[config.mk]
export PLATFORM = sky130hd
export DESIGN_NAME = priority_irq_unit
export DESIGN_NICKNAME = d
export VERILOG_FILES = /design/src/inc/irq_unit_pkg.sv /design/src/logic/irq_prio_encoder.sv /design/src/logic/priority_irq_unit.sv
export SDC_FILE = /design/constraint.sdc
export NUM_CORES = 2
export LEC_CHECK = 0
export BUFFER_PORTS_ARGS = -buffer_cell sky130_fd_sc_hd__buf_2
export CORE_ASPECT_RATIO = 0.5
export CORE_MARGIN = 5
export CORE_UTILIZATION = 40
export DETAILED_ROUTE_END_ITERATION = 12
export PLACE_DENSITY = 0.62
export SYNTH_ARGS = -nofsm -noshare
export SYNTH_HDL_FRONTEND = slang
export SYNTH_SLANG_ARGS = --single-unit
[constraint.sdc]
create_clock -name clk -period 120.2 [get_ports clk]
set_input_delay 12.02 -clock clk [delete_from_list [all_inputs] [get_ports clk]]
set_output_delay 12.02 -clock clk [all_outputs]
set_load 0.03 [all_outputs]
[src/inc/irq_unit_pkg.sv]
package irq_unit_pkg;

	// ----------------------------------------------------------------
	// Widths
	// ----------------------------------------------------------------
	localparam int DATA_W   = 32;
	localparam int RADDR_W  = 8;
	localparam int PRIO_W   = 4;

	// ----------------------------------------------------------------
	// Register offsets (byte addresses)
	// ----------------------------------------------------------------
	localparam logic [RADDR_W-1:0] OFF_CTRL     = 8'h00;
	localparam logic [RADDR_W-1:0] OFF_FPRIO    = 8'h04;
	localparam logic [RADDR_W-1:0] OFF_ENC_PRIO = 8'h08;
	localparam logic [RADDR_W-1:0] OFF_ENC_SRC  = 8'h0C;
	localparam logic [RADDR_W-1:0] OFF_VBASE    = 8'h10;
	localparam logic [RADDR_W-1:0] OFF_NODE0    = 8'h80;
	localparam int                 WORD_SHIFT   = 2;

	// ----------------------------------------------------------------
	// Field positions
	// ----------------------------------------------------------------
	localparam int CTRL_GLB_EN_BIT = 0;
	localparam int CTRL_VEC_EN_BIT = 1;
	localparam int NODE_M_BIT      = 7;
	localparam int NODE_P_BIT      = 6;
	localparam int NODE_E_BIT      = 5;
	localparam int FPRIO_ACT_LSB   = 4;
	localparam int VPAGE_LSB       = 9;
	localparam int VEXIT_BIT       = 8;

	// ----------------------------------------------------------------
	// Values
	// ----------------------------------------------------------------
	localparam logic [PRIO_W-1:0] PRIO_NONE  = 4'h0;
	localparam logic [PRIO_W-1:0] PRIO_MAX   = 4'hF;
	localparam logic [DATA_W-1:0] VBASE_RST  = 32'h0000_0000;
	localparam logic [DATA_W-1:0] WORD_ZERO  = 32'h0000_0000;

	// ----------------------------------------------------------------
	// Types
	// ----------------------------------------------------------------
	typedef enum logic [1:0] {
		SIZE_BYTE,
		SIZE_HALF,
		SIZE_WORD
	} access_size_e;

	typedef struct packed {
		logic              pend;
		logic              en;
		logic [PRIO_W-1:0] prio;
	} node_s;

	typedef struct packed {
		logic [DATA_W-1:0] addr;
		logic [DATA_W-1:0] wdata;
		access_size_e      size;
		logic              rd;
		logic              wr;
	} cpu_req_s;

endpackage

[src/logic/irq_prio_encoder.sv]
module irq_prio_encoder #(
	parameter int NODES = 32,
	parameter int SRC_W = $clog2(NODES)
) (
	input  wire logic                                 clk,
	input  wire logic                                 rst_all,
	input  wire irq_unit_pkg::node_s [NODES-1:0]      nodes,
	output logic [irq_unit_pkg::PRIO_W-1:0]           enc_prio_q,
	output logic [SRC_W-1:0]                          enc_src_q
);

	logic [irq_unit_pkg::PRIO_W-1:0] best_prio;
	logic [SRC_W-1:0]                best_src;

	// ----------------------------------------------------------------
	// Highest eligible node, lowest index on a tie
	// ----------------------------------------------------------------
	always_comb begin
		best_prio = irq_unit_pkg::PRIO_NONE;
		best_src  = '0;
		for (int i = 0; i < NODES; i++) begin
			if (nodes[i].pend && nodes[i].en &&
			    nodes[i].prio > best_prio) begin
				best_prio = nodes[i].prio;
				best_src  = SRC_W'(i);
			end
		end
	end

	always_ff @(posedge clk or posedge rst_all) begin
		if (rst_all) begin
			enc_prio_q <= irq_unit_pkg::PRIO_NONE;
			enc_src_q  <= '0;
		end else begin
			enc_prio_q <= best_prio;
			enc_src_q  <= best_src;
		end
	end

endmodule

[src/logic/priority_irq_unit.sv]
// Design decisions made here: the strobed register port and the address map.
module priority_irq_unit #(
	parameter int NODES       = 32,
	parameter int STACK_DEPTH = 15
) (
	input  wire logic                                clk,
	input  wire logic                                rst,
	input  wire logic                                unit_keep_alive_flag,
	input  wire logic [NODES-1:0]                    src_event,
	input  wire logic [irq_unit_pkg::RADDR_W-1:0]    reg_addr,
	input  wire logic [irq_unit_pkg::DATA_W-1:0]     reg_wdata,
	input  wire logic                                reg_we,
	input  wire logic                                reg_re,
	output logic [irq_unit_pkg::DATA_W-1:0]          reg_rdata,
	input  wire irq_unit_pkg::cpu_req_s              cpu_req,
	output logic [irq_unit_pkg::DATA_W-1:0]          cpu_rdata,
	output logic                                     irq_request_low,
	output logic                                     vector_acknowledge,
	output logic                                     service_exit_pulse
);

	localparam int SRC_W   = $clog2(NODES);
	localparam int TBL_N   = NODES + 1;
	localparam int TBL_W   = $clog2(TBL_N);
	localparam int SP_W    = $clog2(STACK_DEPTH + 1);
	localparam int PW      = irq_unit_pkg::PRIO_W;
	localparam int DW      = irq_unit_pkg::DATA_W;

	// ----------------------------------------------------------------
	// Reset and state
	// ----------------------------------------------------------------
	logic rst_all;

	assign rst_all = rst | ~unit_keep_alive_flag;

	irq_unit_pkg::node_s [NODES-1:0] node_view;
	logic [NODES-1:0]                pend_q;
	logic [NODES-1:0]                en_q;
	logic [PW-1:0]                   prio_q [NODES];
	logic                            glb_en_q;
	logic                            vec_en_q;
	logic [PW-1:0]                   fprio_q;
	logic [PW-1:0]                   aprio_q;
	logic [DW-1:0]                   vbase_q;
	logic                            req_q;
	logic [PW-1:0]                   stack_q [STACK_DEPTH];
	logic [SP_W-1:0]                 sp_q;
	logic [DW-1:0]                   vec_table [TBL_N];
	logic [PW-1:0]                   enc_prio_q;
	logic [SRC_W-1:0]                enc_src_q;

	// ----------------------------------------------------------------
	// Register bus decode
	// ----------------------------------------------------------------
	function automatic logic node_hit(logic [irq_unit_pkg::RADDR_W-1:0] a);
		return a >= irq_unit_pkg::OFF_NODE0 &&
		       ((a - irq_unit_pkg::OFF_NODE0) >> irq_unit_pkg::WORD_SHIFT)
		       < NODES;
	endfunction

	function automatic logic [SRC_W-1:0] node_idx(
		logic [irq_unit_pkg::RADDR_W-1:0] a);
		logic [irq_unit_pkg::RADDR_W-1:0] d;
		d = (a - irq_unit_pkg::OFF_NODE0) >> irq_unit_pkg::WORD_SHIFT;
		return d[SRC_W-1:0];
	endfunction

	logic          wr_ctrl;
	logic          wr_fprio;
	logic          wr_vbase;
	logic          wr_node;
	logic [SRC_W-1:0] wr_idx;

	assign wr_ctrl  = reg_we && reg_addr == irq_unit_pkg::OFF_CTRL;
	assign wr_fprio = reg_we && reg_addr == irq_unit_pkg::OFF_FPRIO;
	assign wr_vbase = reg_we && reg_addr == irq_unit_pkg::OFF_VBASE;
	assign wr_node  = reg_we && node_hit(reg_addr);
	assign wr_idx   = node_idx(reg_addr);

	// ----------------------------------------------------------------
	// Vector port decode
	// ----------------------------------------------------------------
	logic          in_page;
	logic          at_base;
	logic          at_exit;
	logic          is_word;
	logic          vec_read;
	logic          ack_now;
	logic          exit_now;
	logic          cmp_active;
	logic [PW-1:0] thresh;
	logic [TBL_W-1:0] tbl_idx;
	logic [TBL_W-1:0] ack_idx;

	// all vector addresses follow the base register
	assign in_page = cpu_req.addr[DW-1:irq_unit_pkg::VPAGE_LSB] ==
	                 vbase_q[DW-1:irq_unit_pkg::VPAGE_LSB];
	assign at_base = in_page &&
	                 cpu_req.addr[irq_unit_pkg::VPAGE_LSB-1:0] == '0;
	assign at_exit = in_page && cpu_req.addr[irq_unit_pkg::VEXIT_BIT] &&
	                 cpu_req.addr[irq_unit_pkg::VEXIT_BIT-1:0] == '0;
	// narrow accesses have no side effect
	assign is_word = cpu_req.size == irq_unit_pkg::SIZE_WORD;
	// vector logic gated by its enable
	assign vec_read = cpu_req.rd && is_word && at_base && vec_en_q;
	assign exit_now = cpu_req.wr && is_word && at_exit && vec_en_q;

	// competes only above running and forced level
	assign thresh     = (fprio_q > aprio_q) ? fprio_q : aprio_q;
	assign cmp_active = enc_prio_q != irq_unit_pkg::PRIO_NONE &&
	                    enc_prio_q > thresh;
	// idle read gives default vector only
	assign ack_now    = vec_read && cmp_active;

	assign tbl_idx = cpu_req.addr[TBL_W+1:irq_unit_pkg::WORD_SHIFT];
	assign ack_idx = TBL_W'(enc_src_q) + TBL_W'(1);

	// ----------------------------------------------------------------
	// Priority encoder
	// ----------------------------------------------------------------
	always_comb begin
		for (int i = 0; i < NODES; i++) begin
			node_view[i] = '{pend: pend_q[i], en: en_q[i], prio: prio_q[i]};
		end
	end

	irq_prio_encoder #(
		.NODES (NODES),
		.SRC_W (SRC_W)
	) u_enc (
		.clk        (clk),
		.rst_all    (rst_all),
		.nodes      (node_view),
		.enc_prio_q (enc_prio_q),
		.enc_src_q  (enc_src_q)
	);

	// ----------------------------------------------------------------
	// Control registers
	// ----------------------------------------------------------------
	// stores act from the next cycle
	always_ff @(posedge clk or posedge rst_all) begin
		if (rst_all) begin
			glb_en_q <= 1'b0;
			vec_en_q <= 1'b0;
			fprio_q  <= irq_unit_pkg::PRIO_NONE;
			vbase_q  <= irq_unit_pkg::VBASE_RST;
		end else begin
			if (wr_ctrl) begin
				glb_en_q <= reg_wdata[irq_unit_pkg::CTRL_GLB_EN_BIT];
				vec_en_q <= reg_wdata[irq_unit_pkg::CTRL_VEC_EN_BIT];
			end
			if (wr_fprio) begin
				fprio_q <= reg_wdata[PW-1:0];
			end
			if (wr_vbase) begin
				vbase_q <= {reg_wdata[DW-1:irq_unit_pkg::VPAGE_LSB],
				            irq_unit_pkg::VPAGE_LSB'(0)};
			end
		end
	end

	// ----------------------------------------------------------------
	// Source nodes: enable and priority
	// ----------------------------------------------------------------
	always_ff @(posedge clk or posedge rst_all) begin
		if (rst_all) begin
			en_q <= '0;
			for (int i = 0; i < NODES; i++) begin
				prio_q[i] <= irq_unit_pkg::PRIO_NONE;
			end
		end else if (wr_node) begin
			en_q[wr_idx]   <= reg_wdata[irq_unit_pkg::NODE_E_BIT];
			prio_q[wr_idx] <= reg_wdata[PW-1:0];
		end
	end

	// ----------------------------------------------------------------
	// Pending flags: survive keep-alive reset
	// ----------------------------------------------------------------
	always_ff @(posedge clk or posedge rst) begin
		if (rst) begin
			pend_q <= '0;
		end else begin
			for (int i = 0; i < NODES; i++) begin
				if (ack_now && enc_src_q == SRC_W'(i)) begin
					pend_q[i] <= 1'b0;
				end
				// software set or clear under modify bit
				if (wr_node && wr_idx == SRC_W'(i) &&
				    unit_keep_alive_flag &&
				    reg_wdata[irq_unit_pkg::NODE_M_BIT]) begin
					pend_q[i] <= reg_wdata[irq_unit_pkg::NODE_P_BIT];
				end
				if (src_event[i]) begin
					pend_q[i] <= 1'b1;
				end
			end
		end
	end

	// ----------------------------------------------------------------
	// Request output
	// ----------------------------------------------------------------
	always_ff @(posedge clk or posedge rst_all) begin
		if (rst_all) begin
			req_q <= 1'b0;
		end else if (vec_read) begin
			req_q <= 1'b0;
		end else if (cmp_active && glb_en_q && vec_en_q) begin
			req_q <= 1'b1;
		end
	end

	assign irq_request_low = ~req_q;

	// ----------------------------------------------------------------
	// Running priority and nesting stack
	// ----------------------------------------------------------------
	always_ff @(posedge clk or posedge rst_all) begin
		if (rst_all) begin
			aprio_q <= irq_unit_pkg::PRIO_NONE;
			sp_q    <= '0;
		end else if (ack_now) begin
			aprio_q <= enc_prio_q;
			if (sp_q < SP_W'(STACK_DEPTH)) begin
				sp_q <= sp_q + SP_W'(1);
			end
		end else if (exit_now) begin
			if (sp_q != '0) begin
				aprio_q <= stack_q[sp_q - SP_W'(1)];
				sp_q    <= sp_q - SP_W'(1);
			end else begin
				aprio_q <= irq_unit_pkg::PRIO_NONE;
			end
		end
	end

	always_ff @(posedge clk) begin
		if (ack_now && sp_q < SP_W'(STACK_DEPTH)) begin
			stack_q[sp_q] <= aprio_q;
		end
	end

	// ----------------------------------------------------------------
	// Vector table memory and read data
	// ----------------------------------------------------------------
	always_ff @(posedge clk) begin
		if (cpu_req.wr && is_word && in_page &&
		    !cpu_req.addr[irq_unit_pkg::VEXIT_BIT] &&
		    tbl_idx < TBL_W'(TBL_N)) begin
			vec_table[tbl_idx] <= cpu_req.wdata;
		end
	end

	always_ff @(posedge clk or posedge rst_all) begin
		if (rst_all) begin
			cpu_rdata <= irq_unit_pkg::WORD_ZERO;
		end else if (ack_now) begin
			cpu_rdata <= vec_table[ack_idx];
		end else if (cpu_req.rd && in_page &&
		             !cpu_req.addr[irq_unit_pkg::VEXIT_BIT] &&
		             tbl_idx < TBL_W'(TBL_N)) begin
			// base read without acknowledge is default entry
			cpu_rdata <= vec_table[tbl_idx];
		end else begin
			cpu_rdata <= irq_unit_pkg::WORD_ZERO;
		end
	end

	// ----------------------------------------------------------------
	// Event strobes
	// ----------------------------------------------------------------
	always_ff @(posedge clk or posedge rst_all) begin
		if (rst_all) begin
			vector_acknowledge <= 1'b0;
			service_exit_pulse <= 1'b0;
		end else begin
			vector_acknowledge <= ack_now;
			service_exit_pulse <= exit_now;
		end
	end

	// ----------------------------------------------------------------
	// Register read data
	// ----------------------------------------------------------------
	always_ff @(posedge clk or posedge rst_all) begin
		if (rst_all) begin
			reg_rdata <= irq_unit_pkg::WORD_ZERO;
		end else if (!reg_re) begin
			reg_rdata <= irq_unit_pkg::WORD_ZERO;
		end else if (node_hit(reg_addr)) begin
			reg_rdata <= DW'({1'b0,
			                  pend_q[node_idx(reg_addr)],
			                  en_q[node_idx(reg_addr)],
			                  1'b0,
			                  prio_q[node_idx(reg_addr)]});
		end else begin
			unique case (reg_addr)
				irq_unit_pkg::OFF_CTRL:
					reg_rdata <= DW'({vec_en_q, glb_en_q});
				irq_unit_pkg::OFF_FPRIO:
					reg_rdata <= DW'({aprio_q, fprio_q});
				irq_unit_pkg::OFF_ENC_PRIO:
					reg_rdata <= DW'(enc_prio_q);
				irq_unit_pkg::OFF_ENC_SRC:
					reg_rdata <= DW'(enc_src_q);
				irq_unit_pkg::OFF_VBASE:
					reg_rdata <= vbase_q;
				default:
					reg_rdata <= irq_unit_pkg::WORD_ZERO;
			endcase
		end
	end

endmodule

; ---- Word level (Yosys, flattened, before mapping)
; Memory sizes are Yosys's and may differ from the RTL's.
; Cells that the tools add are included.
[totals]
wordCells = 654
memories = 2
reg_bits = 305
output_inout_bits = 67
ramBits = 1116
inputBits = 145
[mem_list]
columns = name, words, word_bits, rd, rd_ports_with_merged_regs, write_ports, line
row1 = vec_table, 33, 32, 2, 0, 1, priority_irq_unit.sv:48  ; logic [DW-1:0] vec_table [TBL_N];
row2 = stack_q, 15, 4, 1, 0, 1, priority_irq_unit.sv:46  ; logic [PW-1:0] stack_q [STACK_DEPTH];
[classes]
n_addsub = 5
muxes = 191
n_eq_ne = 69
magnitude_cmp = 42
reduce_logical = 263
bitwise_logic = 4
[op_table]
columns = operator, n
row1 = $logic_and 1x1->1, 219
row2 = $mux 4, 51
row3 = $eq 5x5->1 const B, 32
row4 = $pmux 32 s5, 1
row5 = $gt 4x4->1, 33
row6 = $bwmux 128, 1
row7 = $mux 32, 4
row8 = $mux 1, 106
row9 = $reduce_bool 3->1, 32
row10 = $eq 5x4->1 const B, 16
row11 = $mux 5, 16
row12 = $eq 5x3->1 const B, 8
row13 = $bwmux 32, 1
row14 = $lt 30x6->1 const B, 1
row15 = $eq 23x23->1, 1
row16 = $bmux 4 s5, 1
row17 = $demux 4 s5, 1
row18 = $eq 5x2->1 const B, 4
row19 = $eq 8x4->1 const B, 2
row20 = $logic_not 8->1, 2
row21 = $mux 3, 4
row22 = $bmux 1 s5, 2
row23 = $eq 5x1->1 const B, 2
row24 = $logic_not 5->1, 2
row25 = 27 further kinds, 32

; ---- Longest topological paths before layout
[logic_depth]
ltp_word = 96
ltp_mapped = 276
depth_no_buf = 273

; ---- Cells and area by module
; From an unflattened synthesis, not the netlist that was laid out.
[hier_totals]
cells_unflattened = 4902
area_unflattened_um2 = 72266.8
[by_module_without_submodules]
columns = module, cells_per_inst, area_per_inst_um2, n_inst
row1 = priority_irq_unit, 3795, 64704.6, 1
row2 = irq_prio_encoder, 1107, 7562.3, 1

; ---- Worst setup path after synthesis
; OpenSTA, ideal clock, no wires.
[synth_timing]
path_kind = register -> register
start = register pend_q[0]
end = register u_enc.enc_prio_q[2] (netlist name)
t_arrival_ns = 47.020
slack_ns = 73.059
path_buffers = 3
stages_incl_launch_ff = 249
path_cell_list = dfrtp_1 and3_2 inv_2 ha_1 nand4_1 nand3_1 a21oi_1 mux2_2 ha_1 nand4_1 a21oi_1 a211oi_1 nand2_1 mux2_2 ha_1 nand3_1 nor2_1 and4_1 [213 not listed] a211oi_2 mux2i_1 inv_1 ha_1 a21oi_1 nor2_1 a211oi_1 o31ai_1 o32ai_2 mux2i_1 ha_1 nor2b_1 o21a_1 o21ai_0 a21oi_1 inv_1 o31a_1 a22o_1
[synth_between]
elab_chain_len = 96
[synth_lines]
columns = element, line
row1 = "start, declared", priority_irq_unit.sv:37  ; logic [NODES-1:0] pend_q;
row2 = "start signal, assigned by index", priority_irq_unit.sv:193  ; pend_q[i] <= reg_wdata[irq_unit_pkg::NODE_P_BIT];
row3 = $logic_and 1x1->1 * (2 in a row), irq_prio_encoder.sv:22  ; if (nodes[i].pend && nodes[i].en &&
row4 = $mux 4 *, irq_prio_encoder.sv:22
row5 = $gt 4x4->1, irq_prio_encoder.sv:23  ; nodes[i].prio > best_prio) begin
row6 = $logic_and 1x1->1, irq_prio_encoder.sv:22
row7 = $mux 4 *, irq_prio_encoder.sv:22
row8 = $gt 4x4->1, irq_prio_encoder.sv:23
row9 = $logic_and 1x1->1, irq_prio_encoder.sv:22
row10 = $mux 4 *, irq_prio_encoder.sv:22
row11 = [80 not listed], --
row12 = $mux 4 *, irq_prio_encoder.sv:22
row13 = $gt 4x4->1, irq_prio_encoder.sv:23
row14 = $logic_and 1x1->1, irq_prio_encoder.sv:22
row15 = $mux 4 *, irq_prio_encoder.sv:22
row16 = $gt 4x4->1, irq_prio_encoder.sv:23
row17 = $logic_and 1x1->1, irq_prio_encoder.sv:22
row18 = $mux 4 *, irq_prio_encoder.sv:22
row19 = "named net u_enc.best_prio, one bit", irq_prio_encoder.sv:12  ; logic [irq_unit_pkg::PRIO_W-1:0] best_prio;
row20 = "end signal, assigned", irq_prio_encoder.sv:32  ; enc_prio_q <= irq_unit_pkg::PRIO_NONE;
row21 = "end signal, assigned", irq_prio_encoder.sv:35  ; enc_prio_q <= best_prio;
row22 = "end, declared", irq_prio_encoder.sv:8  ; output logic [irq_unit_pkg::PRIO_W-1:0] enc_prio_q,
; The timed path passes the listed nets; every way through them passes the cells marked *.
; A chain may end at the register's enable or synchronous reset.

; ---- Worst setup path in the final report
[layout_timing]
start = register pend_q[0]
end = register u_enc.enc_src_q[2]
[layout_between]
elab_chain_len = 96
elab_cells_between_ends = 123
cone_classes = order compare: 31 / mux: 59 / reduce/logical: 33
[layout_lines]
columns = element, line
row1 = $logic_and 1x1->1 * (2 in a row), irq_prio_encoder.sv:22
row2 = $mux 4 *, irq_prio_encoder.sv:22
row3 = $gt 4x4->1, irq_prio_encoder.sv:23
row4 = $logic_and 1x1->1, irq_prio_encoder.sv:22
row5 = $mux 4 *, irq_prio_encoder.sv:22
row6 = $gt 4x4->1, irq_prio_encoder.sv:23
row7 = $logic_and 1x1->1, irq_prio_encoder.sv:22
row8 = $mux 4 *, irq_prio_encoder.sv:22
row9 = [80 not listed], --
row10 = $mux 4, irq_prio_encoder.sv:22
row11 = $gt 4x4->1, irq_prio_encoder.sv:23
row12 = $logic_and 1x1->1, irq_prio_encoder.sv:22
row13 = $mux 4, irq_prio_encoder.sv:22
row14 = $gt 4x4->1, irq_prio_encoder.sv:23
row15 = $logic_and 1x1->1, irq_prio_encoder.sv:22
row16 = $mux 5 *, irq_prio_encoder.sv:22
row17 = named net u_enc.best_src[2], irq_prio_encoder.sv:13  ; logic [SRC_W-1:0] best_src;
row18 = "end signal, assigned", irq_prio_encoder.sv:36  ; enc_src_q <= best_src;
row19 = "end, declared", irq_prio_encoder.sv:9  ; output logic [SRC_W-1:0] enc_src_q
; Marks and branches as above.

==> flow_summary.html <==
<table>
<tr><th>Metric</th><th>Value</th></tr>
<tr><th colspan="2">Detailed routing</th></tr>
<tr><td>Remaining antenna violation count</td><td>0</td></tr>
<tr><td>DRC violation count after routing</td><td>0</td></tr>
<tr><td>Met2 WL</td><td>106,000 um</td></tr>
<tr><td>DR WL met3</td><td>23,700 um</td></tr>
<tr><td>Post-Route WL</td><td>224,000 um</td></tr>
<tr><td>Vias per cell</td><td>6.54</td></tr>
<tr><td>Uppermost layer routed</td><td>met4</td></tr>
<tr><td>Via total after detailed routing</td><td>49,100</td></tr>
<tr><td>First-iteration detailed-routing DRC count</td><td>6,939</td></tr>
<tr><td>Total routed wire length on the met1 layer</td><td>84,600 um</td></tr>
<tr><td>Detailed-route wire length per cell</td><td>29.9 um</td></tr>
<tr><td>Router iterations before antenna repair</td><td>6</td></tr>
<tr><th colspan="2">Synth</th></tr>
<tr><td>Net Count, Synth</td><td>5,207</td></tr>
<tr><td>Sequential cell area fraction in the yosys report</td><td>0.590</td></tr>
<tr><td>Leading post-synthesis cells by cell area</td><td>sky130_fd_sc_hd__edfxtp_1, sky130_fd_sc_hd__mux4_2, sky130_fd_sc_hd__dfrtp_1</td></tr>
<tr><td>#FFs+latches synth</td><td>1,420</td></tr>
<tr><td>Most common cell in the netlist</td><td>sky130_fd_sc_hd__edfxtp_1</td></tr>
<tr><td>Most common library cells after synthesis</td><td>sky130_fd_sc_hd__edfxtp_1, sky130_fd_sc_hd__o22ai_1, sky130_fd_sc_hd__mux4_2</td></tr>
<tr><td>FFs w/ async S/R, synth</td><td>0.214</td></tr>
<tr><td>EDFF count, synth</td><td>1,116</td></tr>
<tr><td>Predominant post-synthesis flop cell</td><td>sky130_fd_sc_hd__edfxtp_1</td></tr>
<tr><td>Ys Warns</td><td>0</td></tr>
<tr><td>Unique masters post-synth</td><td>121</td></tr>
<tr><td>Area fraction of the dominant cell type after synthesis</td><td>0.481</td></tr>
<tr><td>Post-Syn Area per Cell</td><td>14.1 um^2</td></tr>
<tr><td>Post-synthesis cell type with the largest combined area</td><td>sky130_fd_sc_hd__edfxtp_1</td></tr>
<tr><td>Combined area of all synthesized cells</td><td>69,700 um^2</td></tr>
<tr><td>Syn Inst Count</td><td>4,958</td></tr>
<tr><th colspan="2">Worst setup path</th></tr>
<tr><td>Highest-delay cell along the critical path</td><td>sky130_fd_sc_hd__or4b_2</td></tr>
<tr><td>Setup CP Type</td><td>reg2reg</td></tr>
<tr><td>Worst reg2reg path startpoint</td><td>pend_q[0]</td></tr>
<tr><td>Worst path most repeated cell</td><td>sky130_fd_sc_hd__ha_1</td></tr>
<tr><td>Critical path startpoint</td><td>pend_q[0]</td></tr>
<tr><td>Maximum fanout count along the critical path</td><td>12</td></tr>
<tr><td>Peak per-stage delay on the critical path</td><td>0.66 ns</td></tr>
<tr><td>Internal reg-to-reg setup slack</td><td>65.19 ns</td></tr>
<tr><td>Endpoint kind of the worst setup timing path</td><td>flop</td></tr>
<tr><td>Critical Path Sink</td><td>u_enc.enc_src_q[2]</td></tr>
<tr><td>Kind of start point of the critical path</td><td>flop</td></tr>
<tr><td>CP Data Arrival Time</td><td>55.65 ns</td></tr>
<tr><td>Worst Reg2Reg Path Length in Cells</td><td>246</td></tr>
<tr><td>Worst reg2reg path endpoint</td><td>u_enc.enc_src_q[2]</td></tr>
<tr><td>Required time at the worst-slack endpoint</td><td>120.85 ns</td></tr>
<tr><th colspan="2">Timing</th></tr>
<tr><td>Setup total negative slack</td><td>0 ns</td></tr>
<tr><td>Least setup slack across all paths after layout</td><td>65.19 ns</td></tr>
<tr><td>F_max</td><td>0.0182 GHz</td></tr>
<tr><td>Final hold slack</td><td>0.524 ns</td></tr>
<tr><td>Final Cycle Share</td><td>0.458</td></tr>
<tr><td>Max-slew headroom</td><td>0.198</td></tr>
<tr><td>Setup repair after global routing missed its margin</td><td>false</td></tr>
<tr><td>Number of failing hold endpoints at the final stage</td><td>0</td></tr>
<tr><td>Worst Tran Pin Value</td><td>1.20 ns</td></tr>
<tr><td>Count of endpoints failing setup in the final report</td><td>0</td></tr>
<tr><td>Clock period minus final worst setup slack</td><td>55.01 ns</td></tr>
<tr><td>Clk_skew</td><td>0.0399 ns</td></tr>
<tr><td>Slew Viols, Final</td><td>0</td></tr>
<tr><th colspan="2">Die</th></tr>
<tr><td>Standard-cell rows</td><td>108</td></tr>
<tr><td>Num ports</td><td>212</td></tr>
<tr><td>Y dimension of the die</td><td>305 um</td></tr>
<tr><td>DIE WIDTH</td><td>600 um</td></tr>
<tr><td>Initial core utilization</td><td>0.402</td></tr>
<tr><td>Die area</td><td>183,000 um^2</td></tr>
<tr><td>Placeable core region</td><td>173,000 um^2</td></tr>
<tr><th colspan="2">Power and ir drop</th></tr>
<tr><td>Portion of total power attributed to combinational logic</td><td>0.471</td></tr>
<tr><td>Pwr/cell area</td><td>24.3 nW/um^2</td></tr>
<tr><td>Worst ir drop on vdd</td><td>0.0324 mV</td></tr>
<tr><td>Sequential Power Share</td><td>0.296</td></tr>
<tr><td>Sw power</td><td>0.709 mW</td></tr>
<tr><td>Total Power</td><td>1.90 mW</td></tr>
<tr><td>Power share of the clock group</td><td>0.233</td></tr>
<tr><td>Total leakage power</td><td>27.2 nW</td></tr>
<tr><td>Net switching share of the total power</td><td>0.374</td></tr>
<tr><td>Design internal power</td><td>1.19 mW</td></tr>
<tr><th colspan="2">Global route</th></tr>
<tr><td>Aggregate global routing overflow</td><td>0</td></tr>
<tr><td>Number of antenna violations at the first check in global routing</td><td>25</td></tr>
<tr><td>Pin count of the biggest net entering global routing</td><td>170</td></tr>
<tr><td>First-pass GRT wire length</td><td>327,000 um</td></tr>
<tr><td>Vias in the first global route</td><td>49,000</td></tr>
<tr><td>Aggregate global-route resource usage</td><td>0.239</td></tr>
<tr><th colspan="2">Placed design</th></tr>
<tr><td>Placement Cell Area</td><td>73,500 um^2</td></tr>
<tr><td>Final GP Congestion</td><td>0.899</td></tr>
<tr><td>Port bufs</td><td>208</td></tr>
<tr><td>DP Wirelength</td><td>136,000 um</td></tr>
<tr><td>Pre-CTS setup slack</td><td>65.93 ns</td></tr>
<tr><th colspan="2">Clock tree</th></tr>
<tr><td>Maximum clock insertion buffer count</td><td>3</td></tr>
<tr><td>CTS H-Tree Depth</td><td>4</td></tr>
<tr><td>Number of setup buffers added after CTS</td><td>0</td></tr>
<tr><td>Post-CTS Hold Fix Bufs</td><td>0</td></tr>
<tr><td>TritonCTS clock tree</td><td>built</td></tr>
<tr><td>Clock network latency to the later pin of the worst-skew pair</td><td>0.80 ns</td></tr>
<tr><td>Number of buffers added by the clock tree synthesis step</td><td>139</td></tr>
<tr><td>Gates resized, CTS repair</td><td>0</td></tr>
<tr><td>Num Clock Sinks</td><td>1,420</td></tr>
<tr><td>Root Buffer Master</td><td>sky130_fd_sc_hd__clkbuf_16</td></tr>
<tr><td>Clock transition at the register clock pins on the worst setup and hold paths after CTS</td><td>0.07 ns</td></tr>
<tr><th colspan="2">Finish</th></tr>
<tr><td>Area growth from synthesis to final layout</td><td>12.0%</td></tr>
<tr><td>Layout net count</td><td>5,321</td></tr>
<tr><td>Filler instances</td><td>15,100</td></tr>
<tr><td>Total non-filler cell area in the finished layout</td><td>78,000 um^2</td></tr>
<tr><td>Share of layout cells above drive strength 1</td><td>0.229</td></tr>
<tr><th colspan="2">Run</th></tr>
<tr><td>Max-cap viol count</td><td>0</td></tr>
<tr><th colspan="2">Outcome</th></tr>
<tr><td>Outcome</td><td>complete, no violations</td></tr>
<tr><th colspan="2">Hold path</th></tr>
<tr><td>Worst min path class</td><td>reg2reg</td></tr>
</table>
==> stage by stage <==
| stage | instances | utilization |
|---|---|---|
| 6_report | 7511 | 0.450 |
| 5_1_grt | 7507 | 0.450 |
| 4_1_cts | 7496 | 0.450 |
| 3_5_place_dp | 7241 | 0.424 |
| 3_3_place_gp | 7241 | 0.424 |
| 2_1_floorplan | 4958 | - |
==> cell families after synthesis <==
| logic type | after synthesis | synth area share |
|---|---|---|
| xor+xnor | 57 | 0.00716 |
| buf+inv | 480 | 0.0261 |
| simple gates | 1049 | 0.0744 |
| other cells | 1 | 0.0000538 |
| flops | 1420 | 0.590 |
| compound gates | 1181 | 0.114 |
| fa+ha+maj | 108 | 0.0192 |
| mux | 662 | 0.169 |
==> routing by layer <==
layer / GRT usage / vias to the layer above
met1: 0.315 / 24900
li1: - / 20300
met2: 0.384 / 3275
met3: 0.0495 / 597
met4: 0.106 / 0
met5: 0 / -
==> area by class of cell <==
class                   count  area [um^2]  area share
clock buffers             183         3820      0.0489
multi-input cells        3058        27100       0.347
well taps                2310         2890      0.0370
repair buffers            299         1770      0.0227
inverters                 154          578     0.00741
diodes                     15         37.5    0.000481
flip-flops and latches   1420        41100       0.527
clock inverters            72          716     0.00917
==> critical path, delay by kind of cell, from the launching register on <==
family,cells,cell delay (ns)
XOR/XNOR,1,0.10
AO/OA/AOI/OAI,106,24.27
adder cells (fa/ha/maj),31,9.02
buffers and inverters,24,1.77
flip-flops,1,0.43
multiplexers,26,8.39
AND/OR/NAND/NOR,58,10.82
==> worst min path at each step <==
| stage | startpoint | to | slack [ns] | depth (start not counted) |
|---|---|---|---|---|
| floorplan | pend_q[21] | pend_q[21] | 0.47 | 2 |
| global placement | vbase_q[10] | reg_rdata[10] | 0.50 | 1 |
| detailed placement | vbase_q[22] | reg_rdata[22] | 0.51 | 1 |
| CTS | en_q[28] | en_q[28] | 0.52 | 1 |
| global route | node_view[72] | node_view[72] | 0.55 | 1 |
| finish | vbase_q[27] | reg_rdata[27] | 0.52 | 1 |
==> placed cells by master (no fill, tap or decap), types with 104 or more instances in the layout <==
cell,Yosys,final
sky130_fd_sc_hd__a21oi_1,125,125
sky130_fd_sc_hd__o22ai_1,530,530
sky130_fd_sc_hd__inv_1,153,153
sky130_fd_sc_hd__buf_2,4,205
sky130_fd_sc_hd__mux2_2,185,185
sky130_fd_sc_hd__nor2_1,217,185
sky130_fd_sc_hd__mux4_2,392,392
sky130_fd_sc_hd__o21ai_0,159,159
sky130_fd_sc_hd__clkbuf_16,0,142
sky130_fd_sc_hd__dfrtp_1,304,303
sky130_fd_sc_hd__edfxtp_1,1116,1116
sky130_fd_sc_hd__nor4_1,105,104
sky130_fd_sc_hd__nand2_1,340,337
==> sequential cells by signal (all words and copies together), names as in the netlist, 5 cells and up <==
register,flops
vbase_q,23
u_enc.enc_src_q,5
en_q,32
node_view,128
cpu_rdata,32
stack_q,60
pend_q,32
reg_rdata,31
vec_table,1056
==> power by group through the flow <==
stage | sequential (mW) | combinational (mW) | clock (mW)
finish | 0.561 | 0.893 | 0.441
CTS | 0.561 | 0.885 | 0.447
global route | 0.562 | 0.968 | 0.468
floorplan | 0.559 | 0.690 | 0
detailed placement | 0.571 | 0.880 | 0
global placement | 0.570 | 0.859 | 0
(Power assumes the default switching activity.)
